$ cat src/hw/upset_timer_pkg.sv
package upset_timer_pkg;

  // ----------------------------------------------------------------
  // counter and key values
  // ----------------------------------------------------------------
  localparam int unsigned CNT_W     = 14;
  localparam logic [13:0] CNT_ZERO  = 14'h0000;
  localparam logic [13:0] CNT_ONE   = 14'h0001;
  localparam logic [13:0] CNT_MAX   = 14'h3FFF;
  localparam logic [7:0]  KEY_FIRST = 8'h1E;
  localparam logic [7:0]  KEY_LAST  = 8'hE1;
  localparam int unsigned PRE_W     = 7;
  localparam int unsigned SEL_W     = 3;
  localparam logic [2:0]  SEL_RESET = 3'h0;

  // ----------------------------------------------------------------
  // oscillator and reset pin timing
  // ----------------------------------------------------------------
  localparam int unsigned OSC_PER_MACHINE = 12;
  localparam int unsigned PULSE_OSC       = 96;

  // ----------------------------------------------------------------
  // register map: printed offsets are indexes, byte address = 4 x index
  // ----------------------------------------------------------------
  localparam int unsigned ADDR_W       = 12;
  localparam logic [9:0]  IDX_SERVICE  = 10'h0A6;
  localparam logic [9:0]  IDX_PRESCALE = 10'h0A7;
  localparam logic [9:0]  IDX_STATUS   = 10'h0A8;
  localparam int unsigned STAT_EN_BIT  = 0;
  localparam int unsigned STAT_OVF_BIT = 1;
  localparam logic [1:0]  RESP_OKAY    = 2'h0;
  localparam logic [1:0]  RESP_SLVERR  = 2'h2;
  localparam logic [31:0] DATA_ZERO    = 32'h0000_0000;

  // ----------------------------------------------------------------
  // types
  // ----------------------------------------------------------------
  typedef enum logic [1:0] {
    WD_OFF   = 2'b00,
    WD_RUN   = 2'b01,
    WD_PULSE = 2'b11
  } wd_state_t;

  typedef enum logic {
    KEY_IDLE  = 1'b0,
    KEY_ARMED = 1'b1
  } key_state_t;

  typedef enum logic [1:0] {
    REG_NONE     = 2'h0,
    REG_SERVICE  = 2'h1,
    REG_PRESCALE = 2'h2,
    REG_STATUS   = 2'h3
  } reg_id_t;

  // one byte written to the service register
  typedef struct packed {
    logic       valid;
    logic [7:0] data;
  } key_write_t;

  // decode a byte address into a register
  function automatic reg_id_t reg_decode(input logic [11:0] addr);
    reg_id_t id;
    id = REG_NONE;
    if (addr[11:2] == IDX_SERVICE) id = REG_SERVICE;
    else if (addr[11:2] == IDX_PRESCALE) id = REG_PRESCALE;
    else if (addr[11:2] == IDX_STATUS) id = REG_STATUS;
    return id;
  endfunction

endpackage

$ cat src/hw/software_upset_timer.sv
`timescale 1ns/10ps
module software_upset_timer #(
  parameter int unsigned CLK_PER_OSC     = 1,
  parameter int unsigned OSC_PER_MACHINE = upset_timer_pkg::OSC_PER_MACHINE,
  parameter int unsigned PULSE_OSC       = upset_timer_pkg::PULSE_OSC
) (
  input  wire logic        clk_sys_in,
  input  wire logic        sys_rst_in,
  input  wire logic        osc_run_in,
  // axi4-lite slave
  input  wire logic [11:0] s_axi_awaddr_in,
  input  wire logic        s_axi_awvalid_in,
  output logic             s_axi_awready_out,
  input  wire logic [31:0] s_axi_wdata_in,
  input  wire logic [3:0]  s_axi_wstrb_in,
  input  wire logic        s_axi_wvalid_in,
  output logic             s_axi_wready_out,
  output logic [1:0]       s_axi_bresp_out,
  output logic             s_axi_bvalid_out,
  input  wire logic        s_axi_bready_in,
  input  wire logic [11:0] s_axi_araddr_in,
  input  wire logic        s_axi_arvalid_in,
  output logic             s_axi_arready_out,
  output logic [31:0]      s_axi_rdata_out,
  output logic [1:0]       s_axi_rresp_out,
  output logic             s_axi_rvalid_out,
  input  wire logic        s_axi_rready_in,
  // device side
  output logic             wd_enabled_out,
  output logic             rst_pin_out
);

  localparam int unsigned OSC_W  = $clog2(CLK_PER_OSC + 1);
  localparam int unsigned MACH_W = $clog2(OSC_PER_MACHINE + 1);
  localparam logic [OSC_W-1:0]  OSC_LAST  = OSC_W'(CLK_PER_OSC - 1);
  localparam logic [MACH_W-1:0] MACH_LAST = MACH_W'(OSC_PER_MACHINE - 1);
  localparam logic [OSC_W-1:0]  OSC_ONE   = OSC_W'(1);
  localparam logic [MACH_W-1:0] MACH_ONE  = MACH_W'(1);
  localparam logic [6:0]        PRE_ONE   = 7'h01;
  localparam int unsigned PULSE_CLKS = PULSE_OSC * CLK_PER_OSC;

  // ----------------------------------------------------------------
  // declarations
  // ----------------------------------------------------------------
  upset_timer_pkg::wd_state_t  wd_state_ff;
  upset_timer_pkg::key_write_t key_wr;
  upset_timer_pkg::reg_id_t    wr_id;
  upset_timer_pkg::reg_id_t    rd_id;

  logic [OSC_W-1:0]  osc_div_ff;
  logic [MACH_W-1:0] mach_div_ff;
  logic [6:0]        prescale_ff;
  logic [13:0]       count_ff;
  logic [2:0]        sel_ff;
  logic              ovf_seen_ff;
  logic              osc_tick;
  logic              mach_tick;
  logic              pre_tick;
  logic              service;
  logic              overflow;
  logic              pulse_abort;

  logic        aw_held_ff;
  logic        w_held_ff;
  logic [11:0] awaddr_ff;
  logic [31:0] wdata_ff;
  logic [3:0]  wstrb_ff;
  logic        wr_fire;
  logic        ar_fire;
  logic [31:0] nxt_rdata;
  logic [1:0]  nxt_rresp;

  // ----------------------------------------------------------------
  // oscillator and machine cycle ticks
  // ----------------------------------------------------------------
  assign osc_tick  = osc_run_in && osc_div_ff == OSC_LAST;
  assign mach_tick = osc_tick && mach_div_ff == MACH_LAST;

  // machine cycles only pass while the oscillator runs
  always_ff @(posedge clk_sys_in) begin
    if (sys_rst_in) begin
      osc_div_ff <= '0;
    end else if (osc_run_in) begin
      osc_div_ff <= osc_tick ? '0 : osc_div_ff + OSC_ONE;
    end
  end

  always_ff @(posedge clk_sys_in) begin
    if (sys_rst_in) begin
      mach_div_ff <= '0;
    end else if (osc_tick) begin
      mach_div_ff <= mach_tick ? '0 : mach_div_ff + MACH_ONE;
    end
  end

  // ----------------------------------------------------------------
  // prescaler: selection n advances the counter every 2^n cycles
  // ----------------------------------------------------------------
  assign pre_tick = mach_tick &&
                    ((prescale_ff & ((PRE_ONE << sel_ff) - PRE_ONE)) ==
                     ((PRE_ONE << sel_ff) - PRE_ONE));

  always_ff @(posedge clk_sys_in) begin
    if (sys_rst_in || wd_state_ff != upset_timer_pkg::WD_RUN) begin
      prescale_ff <= '0;
    end else if (service) begin
      prescale_ff <= '0;
    end else if (mach_tick) begin
      prescale_ff <= prescale_ff + PRE_ONE;
    end
  end

  // ----------------------------------------------------------------
  // watchdog counter; no bus path reads or loads it
  // ----------------------------------------------------------------
  assign overflow = wd_state_ff == upset_timer_pkg::WD_RUN && pre_tick &&
                    count_ff == upset_timer_pkg::CNT_MAX && !service;

  always_ff @(posedge clk_sys_in) begin
    if (sys_rst_in || wd_state_ff != upset_timer_pkg::WD_RUN) begin
      count_ff <= upset_timer_pkg::CNT_ZERO;
    end else if (service) begin
      count_ff <= upset_timer_pkg::CNT_ZERO;
    end else if (pre_tick) begin
      count_ff <= count_ff + upset_timer_pkg::CNT_ONE;
    end
  end

  // ----------------------------------------------------------------
  // enable state: off, running, resetting
  // ----------------------------------------------------------------
  // nothing software writes can leave the running state
  always_ff @(posedge clk_sys_in) begin
    if (sys_rst_in) begin
      wd_state_ff <= upset_timer_pkg::WD_OFF;
    end else begin
      case (wd_state_ff)
        upset_timer_pkg::WD_OFF: begin
          if (service) begin
            wd_state_ff <= upset_timer_pkg::WD_RUN;
          end
        end
        upset_timer_pkg::WD_RUN: begin
          if (overflow) begin
            wd_state_ff <= upset_timer_pkg::WD_PULSE;
          end
        end
        upset_timer_pkg::WD_PULSE: begin
          if (!rst_pin_out) begin
            wd_state_ff <= upset_timer_pkg::WD_OFF;
          end
        end
        default: begin
          wd_state_ff <= upset_timer_pkg::WD_OFF;
        end
      endcase
    end
  end

  // sticky record of a watchdog reset, cleared only by system reset
  always_ff @(posedge clk_sys_in) begin
    if (sys_rst_in) begin
      ovf_seen_ff <= 1'b0;
    end else if (overflow) begin
      ovf_seen_ff <= 1'b1;
    end
  end

  assign wd_enabled_out = wd_state_ff == upset_timer_pkg::WD_RUN;
  assign pulse_abort    = wd_state_ff == upset_timer_pkg::WD_PULSE;

  // ----------------------------------------------------------------
  // key detection and reset pin
  // ----------------------------------------------------------------
  service_key_detect u_key (
    .clk_sys_in  (clk_sys_in),
    .sys_rst_in  (sys_rst_in),
    .abort_in    (pulse_abort),
    .key_wr_in   (key_wr),
    .service_out (service)
  );

  reset_pulse_gen #(
    .PULSE_CLKS (PULSE_CLKS)
  ) u_pulse (
    .clk_sys_in (clk_sys_in),
    .sys_rst_in (sys_rst_in),
    .start_in   (overflow),
    .pin_out    (rst_pin_out)
  );

  // ----------------------------------------------------------------
  // axi4-lite write channel
  // ----------------------------------------------------------------
  assign s_axi_awready_out = !aw_held_ff && !s_axi_bvalid_out;
  assign s_axi_wready_out  = !w_held_ff && !s_axi_bvalid_out;
  assign wr_fire = aw_held_ff && w_held_ff && !s_axi_bvalid_out;
  assign wr_id   = upset_timer_pkg::reg_decode(awaddr_ff);

  // address and data are caught in either order
  always_ff @(posedge clk_sys_in) begin
    if (sys_rst_in) begin
      aw_held_ff <= 1'b0;
      awaddr_ff  <= '0;
    end else if (s_axi_awvalid_in && s_axi_awready_out) begin
      aw_held_ff <= 1'b1;
      awaddr_ff  <= s_axi_awaddr_in;
    end else if (wr_fire) begin
      aw_held_ff <= 1'b0;
    end
  end

  always_ff @(posedge clk_sys_in) begin
    if (sys_rst_in) begin
      w_held_ff <= 1'b0;
      wdata_ff  <= '0;
      wstrb_ff  <= '0;
    end else if (s_axi_wvalid_in && s_axi_wready_out) begin
      w_held_ff <= 1'b1;
      wdata_ff  <= s_axi_wdata_in;
      wstrb_ff  <= s_axi_wstrb_in;
    end else if (wr_fire) begin
      w_held_ff <= 1'b0;
    end
  end

  // only byte lane 0 carries register data
  // one driver for the whole struct: valid on top, the byte below it
  assign key_wr = {wr_fire && wstrb_ff[0] &&
                   wr_id == upset_timer_pkg::REG_SERVICE,
                   wdata_ff[7:0]};

  // prescale choice is taken only while the watchdog is off
  always_ff @(posedge clk_sys_in) begin
    if (sys_rst_in || pulse_abort) begin
      sel_ff <= upset_timer_pkg::SEL_RESET;
    end else if (wr_fire && wstrb_ff[0] &&
                 wr_id == upset_timer_pkg::REG_PRESCALE &&
                 wd_state_ff == upset_timer_pkg::WD_OFF) begin
      sel_ff <= wdata_ff[2:0];
    end
  end

  always_ff @(posedge clk_sys_in) begin
    if (sys_rst_in) begin
      s_axi_bvalid_out <= 1'b0;
      s_axi_bresp_out  <= upset_timer_pkg::RESP_OKAY;
    end else if (wr_fire) begin
      s_axi_bvalid_out <= 1'b1;
      s_axi_bresp_out  <= (wr_id == upset_timer_pkg::REG_NONE ||
                           wr_id == upset_timer_pkg::REG_STATUS) ?
                          upset_timer_pkg::RESP_SLVERR :
                          upset_timer_pkg::RESP_OKAY;
    end else if (s_axi_bready_in) begin
      s_axi_bvalid_out <= 1'b0;
    end
  end

  // ----------------------------------------------------------------
  // axi4-lite read channel
  // ----------------------------------------------------------------
  assign s_axi_arready_out = !s_axi_rvalid_out;
  assign ar_fire = s_axi_arvalid_in && s_axi_arready_out;
  assign rd_id   = upset_timer_pkg::reg_decode(s_axi_araddr_in);

  // service register reads zero; counter is not visible at all
  always_comb begin
    nxt_rdata = upset_timer_pkg::DATA_ZERO;
    nxt_rresp = upset_timer_pkg::RESP_OKAY;
    case (rd_id)
      upset_timer_pkg::REG_SERVICE: begin
        nxt_rdata = upset_timer_pkg::DATA_ZERO;
      end
      upset_timer_pkg::REG_PRESCALE: begin
        nxt_rdata[2:0] = sel_ff;
      end
      upset_timer_pkg::REG_STATUS: begin
        nxt_rdata[upset_timer_pkg::STAT_EN_BIT]  = wd_enabled_out;
        nxt_rdata[upset_timer_pkg::STAT_OVF_BIT] = ovf_seen_ff;
      end
      default: begin
        nxt_rresp = upset_timer_pkg::RESP_SLVERR;
      end
    endcase
  end

  always_ff @(posedge clk_sys_in) begin
    if (sys_rst_in) begin
      s_axi_rvalid_out <= 1'b0;
      s_axi_rdata_out  <= upset_timer_pkg::DATA_ZERO;
      s_axi_rresp_out  <= upset_timer_pkg::RESP_OKAY;
    end else if (ar_fire) begin
      s_axi_rvalid_out <= 1'b1;
      s_axi_rdata_out  <= nxt_rdata;
      s_axi_rresp_out  <= nxt_rresp;
    end else if (s_axi_rready_in) begin
      s_axi_rvalid_out <= 1'b0;
    end
  end

endmodule

$ cat src/hw/service_key_detect.sv
`timescale 1ns/10ps
module service_key_detect (
  input  wire logic                      clk_sys_in,
  input  wire logic                      sys_rst_in,
  input  wire logic                      abort_in,
  input  wire upset_timer_pkg::key_write_t key_wr_in,
  output logic                           service_out
);

  upset_timer_pkg::key_state_t key_state_ff;

  // ----------------------------------------------------------------
  // two byte key sequence
  // ----------------------------------------------------------------
  // a stray byte drops the half key, the first key byte re-arms
  always_ff @(posedge clk_sys_in) begin
    if (sys_rst_in || abort_in) begin
      key_state_ff <= upset_timer_pkg::KEY_IDLE;
    end else if (key_wr_in.valid) begin
      case (key_state_ff)
        upset_timer_pkg::KEY_IDLE: begin
          if (key_wr_in.data == upset_timer_pkg::KEY_FIRST) begin
            key_state_ff <= upset_timer_pkg::KEY_ARMED;
          end
        end
        upset_timer_pkg::KEY_ARMED: begin
          if (key_wr_in.data == upset_timer_pkg::KEY_FIRST) begin
            key_state_ff <= upset_timer_pkg::KEY_ARMED;
          end else begin
            key_state_ff <= upset_timer_pkg::KEY_IDLE;
          end
        end
        default: begin
          key_state_ff <= upset_timer_pkg::KEY_IDLE;
        end
      endcase
    end
  end

  // one cycle pulse when the second byte follows the first
  always_ff @(posedge clk_sys_in) begin
    if (sys_rst_in || abort_in) begin
      service_out <= 1'b0;
    end else begin
      service_out <= key_wr_in.valid &&
                     key_state_ff == upset_timer_pkg::KEY_ARMED &&
                     key_wr_in.data == upset_timer_pkg::KEY_LAST;
    end
  end

endmodule

$ cat src/hw/reset_pulse_gen.sv
`timescale 1ns/10ps
module reset_pulse_gen #(
  parameter int unsigned PULSE_CLKS = 96
) (
  input  wire logic clk_sys_in,
  input  wire logic sys_rst_in,
  input  wire logic start_in,
  output logic      pin_out
);

  localparam int unsigned CW = $clog2(PULSE_CLKS + 1);
  localparam logic [CW-1:0] LEN = CW'(PULSE_CLKS);
  localparam logic [CW-1:0] ONE = CW'(1);

  logic [CW-1:0] left_ff;

  // ----------------------------------------------------------------
  // fixed length high pulse on the reset pin
  // ----------------------------------------------------------------
  // counts system clocks, so the length holds even if the
  // oscillator enable drops during the pulse
  always_ff @(posedge clk_sys_in) begin
    if (sys_rst_in) begin
      left_ff <= '0;
      pin_out <= 1'b0;
    end else if (start_in && left_ff == '0) begin
      left_ff <= LEN - ONE;
      pin_out <= 1'b1;
    end else if (left_ff != '0) begin
      left_ff <= left_ff - ONE;
      pin_out <= 1'b1;
    end else begin
      pin_out <= 1'b0;
    end
  end

endmodule

$ cat config.mk
export PLATFORM = sky130hd
export DESIGN_NAME = software_upset_timer
export DESIGN_NICKNAME = d
export VERILOG_FILES = /design/src/hw/upset_timer_pkg.sv /design/src/hw/software_upset_timer.sv /design/src/hw/service_key_detect.sv /design/src/hw/reset_pulse_gen.sv
export SDC_FILE = /design/constraint.sdc
export NUM_CORES = 1
export LEC_CHECK = 0
export BUFFER_PORTS_ARGS = -buffer_cell sky130_fd_sc_hd__buf_4
export CAP_MARGIN = 20
export CELL_PAD_IN_SITES_DETAIL_PLACEMENT = 1
export CELL_PAD_IN_SITES_GLOBAL_PLACEMENT = 2
export CORE_MARGIN = 10
export CORE_UTILIZATION = 31
export CTS_CLUSTER_DIAMETER = 100
export DETAILED_ROUTE_END_ITERATION = 8
export PLACE_DENSITY = 0.81
export SYNTH_ARGS = -nofsm -noshare
export SYNTH_HDL_FRONTEND = slang
export SYNTH_SLANG_ARGS = --single-unit
$ cat constraint.sdc
create_clock -name clk_sys_in -period 3.5 [get_ports clk_sys_in]
set_clock_uncertainty 0.05 [all_clocks]
set_input_delay 0.7 -clock clk_sys_in [delete_from_list [all_inputs] [get_ports clk_sys_in]]
set_output_delay 0.7 -clock clk_sys_in [all_outputs]
set_load 0.01 [all_outputs]
* Word-level counts from Yosys, hierarchy flattened
Index checks and enable logic that the tools add are counted.
** Word-level totals
- Flip-flop bits (word level) :: 74
- Output and inout bits :: 43
- Logic and storage cells :: 123
- Input bits :: 68
** Operators by class
- Mux-type cells :: 28
- $add $sub $neg :: 6
- Reduce and logical (&&, ||, !) cells :: 41
- Bitwise gates (word level) :: 2
- Eq/ne operators :: 23
- Shift operators :: 1
** Operators with widths (count)
- $eq A10 B8 Y1 const B :: 6
- $mux W2 :: 11
- $logic_and A1 B1 Y1 :: 20
- $add A14 B1 Y14 const B :: 1
- $eq A14 B14 Y1 const B :: 1
- $mux W7 :: 2
- $sub A7 B1 Y7 const B :: 2
- $mux W1 :: 12
- $eq A2 B2 Y1 const B :: 5
- $reduce_bool A2 Y1 :: 5
- $eq A8 B5 Y1 const B :: 1
- $eq A8 B8 Y1 const B :: 1
- $add A7 B1 Y7 const B :: 1
- $and A7 B7 Y7 :: 1
- $eq A7 B7 Y1 :: 1
- $logic_not A7 Y1 :: 1
- $reduce_bool A7 Y1 :: 1
- $shl A1 B3 Y7 const A :: 1
- $eq A2 B1 Y1 const B :: 3
- $ne A2 B1 Y1 const B :: 3
- $pmux W2 S3 :: 1
- $logic_not A1 Y1 :: 5
- $add A4 B1 Y4 const B :: 1
- $eq A4 B4 Y1 const B :: 1
- 10 further kinds :: 14

* Longest topological paths before layout
- Depth after elaboration :: 10
- Mapped depth :: 10
- Gate-level depth less buffers :: 8

* Hierarchy
Synthesis repeated with hierarchy kept, for this count alone.
** Unflattened totals
- Cells, all modules :: 397
- Area, all modules :: 3343.2 µm²
** By module, submodules not included
- software_upset_timer :: sequential area each 1201.2 µm², area an instance 2812.7 µm², cells each 343, times used 1
- reset_pulse_gen :: sequential area each 160.2 µm², area an instance 406.6 µm², cells each 43, times used 1
- service_key_detect :: sequential area each 40.0 µm², area an instance 123.9 µm², cells each 11, times used 1

* Worst setup path after synthesis
OpenSTA, ideal clock, no wires.
- Kind :: reg-to-reg
- Start :: reg sel_ff[1]
- End :: reg count_ff[4]
- Required time :: 3.332 ns
- Data arrival time :: 2.018 ns
- Cell stages (with the launch flop) :: 10
- Path slack :: 1.314 ns
- Period minus slack after synthesis :: 2.186 ns
- Setup time :: 0.118 ns
- Buffers on the path :: 1
- Path through :: dfxtp_1 buf_6 nor2_2 nand2_1 ha_1 nor2b_1 o21ai_0 o2111a_2 or4_4 mux2i_1
** Between the ends
- Word-level cells in the longest chain between the ends :: 5
** Ends and longest elaborated chain
- start: declaration :: RTL line software_upset_timer.sv:54 : logic [2:0] sel_ff;
- start signal: assignment :: RTL line software_upset_timer.sv:236 : sel_ff <= upset_timer_pkg::SEL_RESET;
- start signal: assignment :: RTL line software_upset_timer.sv:240 : sel_ff <= wdata_ff[2:0];
- $shl A1 B3 Y7 (*) :: RTL line software_upset_timer.sv:100, software_upset_timer.sv:101
- $sub A7 B1 Y7 (*) :: RTL line software_upset_timer.sv:100, software_upset_timer.sv:101
- $and A7 B7 Y7 :: RTL line software_upset_timer.sv:100 : ((prescale_ff & ((PRE_ONE << sel_ff) - PRE_ONE)) ==
- $eq A7 B7 Y1 (*) :: RTL line software_upset_timer.sv:100
- $logic_and A1 B1 Y1 (*) :: RTL line software_upset_timer.sv:99 : assign pre_tick = mach_tick &&
- end signal: assignment :: RTL line software_upset_timer.sv:121 : count_ff <= upset_timer_pkg::CNT_ZERO;
- end signal: assignment :: RTL line software_upset_timer.sv:123 : count_ff <= upset_timer_pkg::CNT_ZERO;
- end signal: assignment :: RTL line software_upset_timer.sv:125 : count_ff <= count_ff + upset_timer_pkg::CNT_ONE;
- end: declaration :: RTL line software_upset_timer.sv:53 : logic [13:0] count_ff;
Every way passes the cells marked *; elsewhere a longest branch is shown, timed or not.
A chain may end at the register's enable or synchronous reset.

* Worst setup path in the final report
Ends and elaborated chain as after synthesis.

==> metrics.txt <==
status=finished clean; CP max stage cell=or4_4; Multi-input gate area=between 1500 and 2000 µm²; setup TNS=0 ns; Max Cap Viol=0; Mean Syn Cell Area=around 8.3 µm²; register area=roughly 1400 µm²; Syn Inst Count=about 430; layout cells sized above 1=between 15 and 20%; RSZ-0062 raised after global routing=false; post-cts sizing count=0; Hold Violations, Final=0; post-CTS setup buffer count=0; largest net degree at the start of global routing=49; first-pass iteration count of the detailed router=4; Pins Over Slew Limit=0; Netlist Area Pre-Place=3566 µm²; post-synthesis cell type count=56; Reg2Reg Depth=8; CORE AREA=11320 µm²; Area growth, synth to finish=18.18%; post-DP HPWL=around 6800 µm; Ant. Diodes=0; Main synth FF type=dfxtp_1; Seq/Total Area, Yosys=39.30%; Hold EP=ovf_seen_ff; die width=~130 µm; fmax=384.5 MHz; Period minus WS final=around 2.6 ns; FF+latch count, synth=70; Vias=about 3000; Max transition margin=between 40% and 50%; Combinational Power Share=approximately 15%; # port buffers=48; Worst VDD drop=~0.0002 V; Net Sw Power=568.7 µW; final WL=9014 µm; PwrDens=502.7 nW/µm²; io pins=111; sw frac=26.84%; CP max stage delay=around 0.59 ns; worst r2r src=sel_ff[1]; die span in y=between 100 and 150 µm; Worst R2R End=count_ff[4]; Buf/Inv on CP=0; grt total ovfl=0; drt wl/cell=around 14 µm; hold_sp=ovf_seen_ff; P_leak=~1.6 nW; flop2flop setup slack=0.90 ns; Yosys top cell area share=39.30%; Area contributors post-synth=dfxtp_1 (39%), nand2_1 (8.1%), buf_4 (6.7%), mux2i_1 (5.1%), a21oi_1 (4.9%); hold crit path type=flip-flop to flip-flop; crit-path max FO=17; Setup CP Type=flip-flop to flip-flop; initial antenna violation count=0; Critical Path End Type=flip-flop; H-tree levels=3; crit path cell chain=nor2_2, nand2_1, ha_1, nor2b_1, a32oi_1, o2bb2ai_2, or4_4, mux2i_1; CTS tree=built; total power=roughly 2.1 mW; CTS Root Cell=clkbuf_16; internal power=around 1.5 mW; synth warn=0; routability cong.=0.7559; # fillers=approximately 1400; Sink Count=70; hold depth=2; CP Data Arrival Time=2.77 ns; CP Launch Type=flip-flop; number of nets in the layout=548; Util after Layout=between 30 and 40%; first-pass GRT wire length=~15000 µm; DRC violations left=0; async set-or-reset flop fraction in the synthesized netlist=0%; vias in the first global route=3236; clock buffer depth=2; die area=16190 µm²; Clk Latency, worst-skew pair=about 0.33 ns; crit share post-route=between 70 and 80%; Flop pwr share=42.2%; final number of setup-violating endpoints=0; Clk pwr share=~43%; CTS buffer count=9; vias per inst=4.884; Post-CTS Hold Buffers=0; Initial Util=roughly a third; Rows=39; Post-synth EDFFs=0; most common cell in the netlist=nand2_1; First DRT Iteration DRCs=90; clock slew at reported path FFs=roughly 0.060 ns; CP delay by family, top=simple AND/OR/NAND/NOR gates; Synth area leader=dfxtp_1; total track usage=between 10 and 15%; Worst-Margin Slew=between 0.7 and 0.8 ns; Commonest cells post-synth=nand2_1 (77), dfxtp_1 (70), a21oi_1 (35); required time of the critical path=3.67 ns; post-route ant nets=0
[metrics by stage]
step | cells | hold WS, ns | setup slack (ns) | instance area (µm²)
after floorplan | 462 | 0.3752 | 1.314 | 3679
after global placement | 606 | 0.3866 | 0.9227 | 3914
after detailed placement | 606 | 0.3927 | 0.8998 | 3914
after CTS | 622 | 0.4022 | 0.9019 | 4214
after global routing | 622 | 0.4247 | 0.6983 | 4214
final | 622 | 0.3967 | 0.8994 | 4214
[sequential cells by signal, summed over array words and instances, names as in the netlist, 2 cells and up]
name             flops
s_axi_rdata_out      3
awaddr_ff           10
mach_div_ff          4
u_pulse.left_ff      7
prescale_ff          7
count_ff            14
sel_ff               3
wd_state_ff          2
wdata_ff             8
[worst min-delay path: stages (launching register included)]
cell,delay (ns)
dfxtp_1,0.31
inv_1,0.05
a21oi_1,0.05
[power groups by stage]
stage / Clock (mW) / Sequential, mW / Combinational [mW]
floorplan: 0 / 0.904 / 0.242
global placement: 0 / 0.909 / 0.306
detailed placement: 0 / 0.912 / 0.319
CTS: 0.937 / 0.894 / 0.321
global route: 0.977 / 0.901 / 0.361
finish: 0.909 / 0.895 / 0.315
[logic make-up after synthesis]
kind of cell / count (synthesis) / synth area share, %
other: 1 / 0.1052
XOR/XNOR: 9 / 2.210
AO/OA/AOI/OAI: 66 / 11.40
buffers and inverters: 59 / 10.14
adder cells (fa/ha/maj): 6 / 2.105
multiplexers: 19 / 5.368
AND/OR/NAND/NOR: 202 / 29.37
flip-flops: 70 / 39.30
[layout by cell type (no fill, tap or decap), drive strengths merged, types with 3 or more instances in the layout]
| master | n |
|---|---|
| buf | 50 |
| nor3 | 8 |
| o31ai | 3 |
| nor2 | 30 |
| or4 | 3 |
| nor4 | 10 |
| nor3b | 6 |
| nand3 | 10 |
| a211oi | 3 |
| nand2b | 13 |
| o21ai | 9 |
| conb | 31 |
| nor4b | 4 |
| dfxtp | 70 |
| or3 | 5 |
| nand2 | 77 |
| xor2 | 4 |
| clkbuf | 10 |
| xnor2 | 5 |
| and2 | 4 |
| and3 | 4 |
| inv | 11 |
| a21oi | 35 |
| mux2i | 18 |
| nand4 | 12 |
| ha | 6 |
| nor2b | 4 |
[layer usage]
metal	global-route usage (%)	part of all wire, %	vias to the layer above
li1	-	-	1542
met1	12.85	46	1431
met2	19.05	49	57
met3	3.515	4.3	8
met4	3.617	1.1	0
met5	0	0	-
[how the worst max path moves through the flow]
stage | startpoint | slack (ns) | cells after the start | endpoint
6_report | sel_ff[1] | 0.90 | 8 | count_ff[4]
5_1_grt | sel_ff[1] | 0.70 | 8 | count_ff[2]
4_1_cts | sel_ff[1] | 0.90 | 8 | count_ff[4]
3_5_place_dp | osc_run_in | 0.90 | 6 | count_ff[4]
3_3_place_gp | osc_run_in | 0.92 | 6 | count_ff[4]
2_1_floorplan | sel_ff[1] | 1.31 | 9 | count_ff[4]
[final cells by class]
| cell class | instances | share of cell area, % |
|---|---|---|
| clock buffers | 10 | 5.434 |
| well taps | 143 | 4.246 |
| repair buffers | 50 | 8.907 |
| inverters | 10 | 0.8907 |
| flip-flops and latches | 70 | 33.25 |
| clock inverters | 6 | 1.692 |
| multi-input cells | 333 | 45.58 |
No activity file was read; power rests on OpenSTA's default activity.
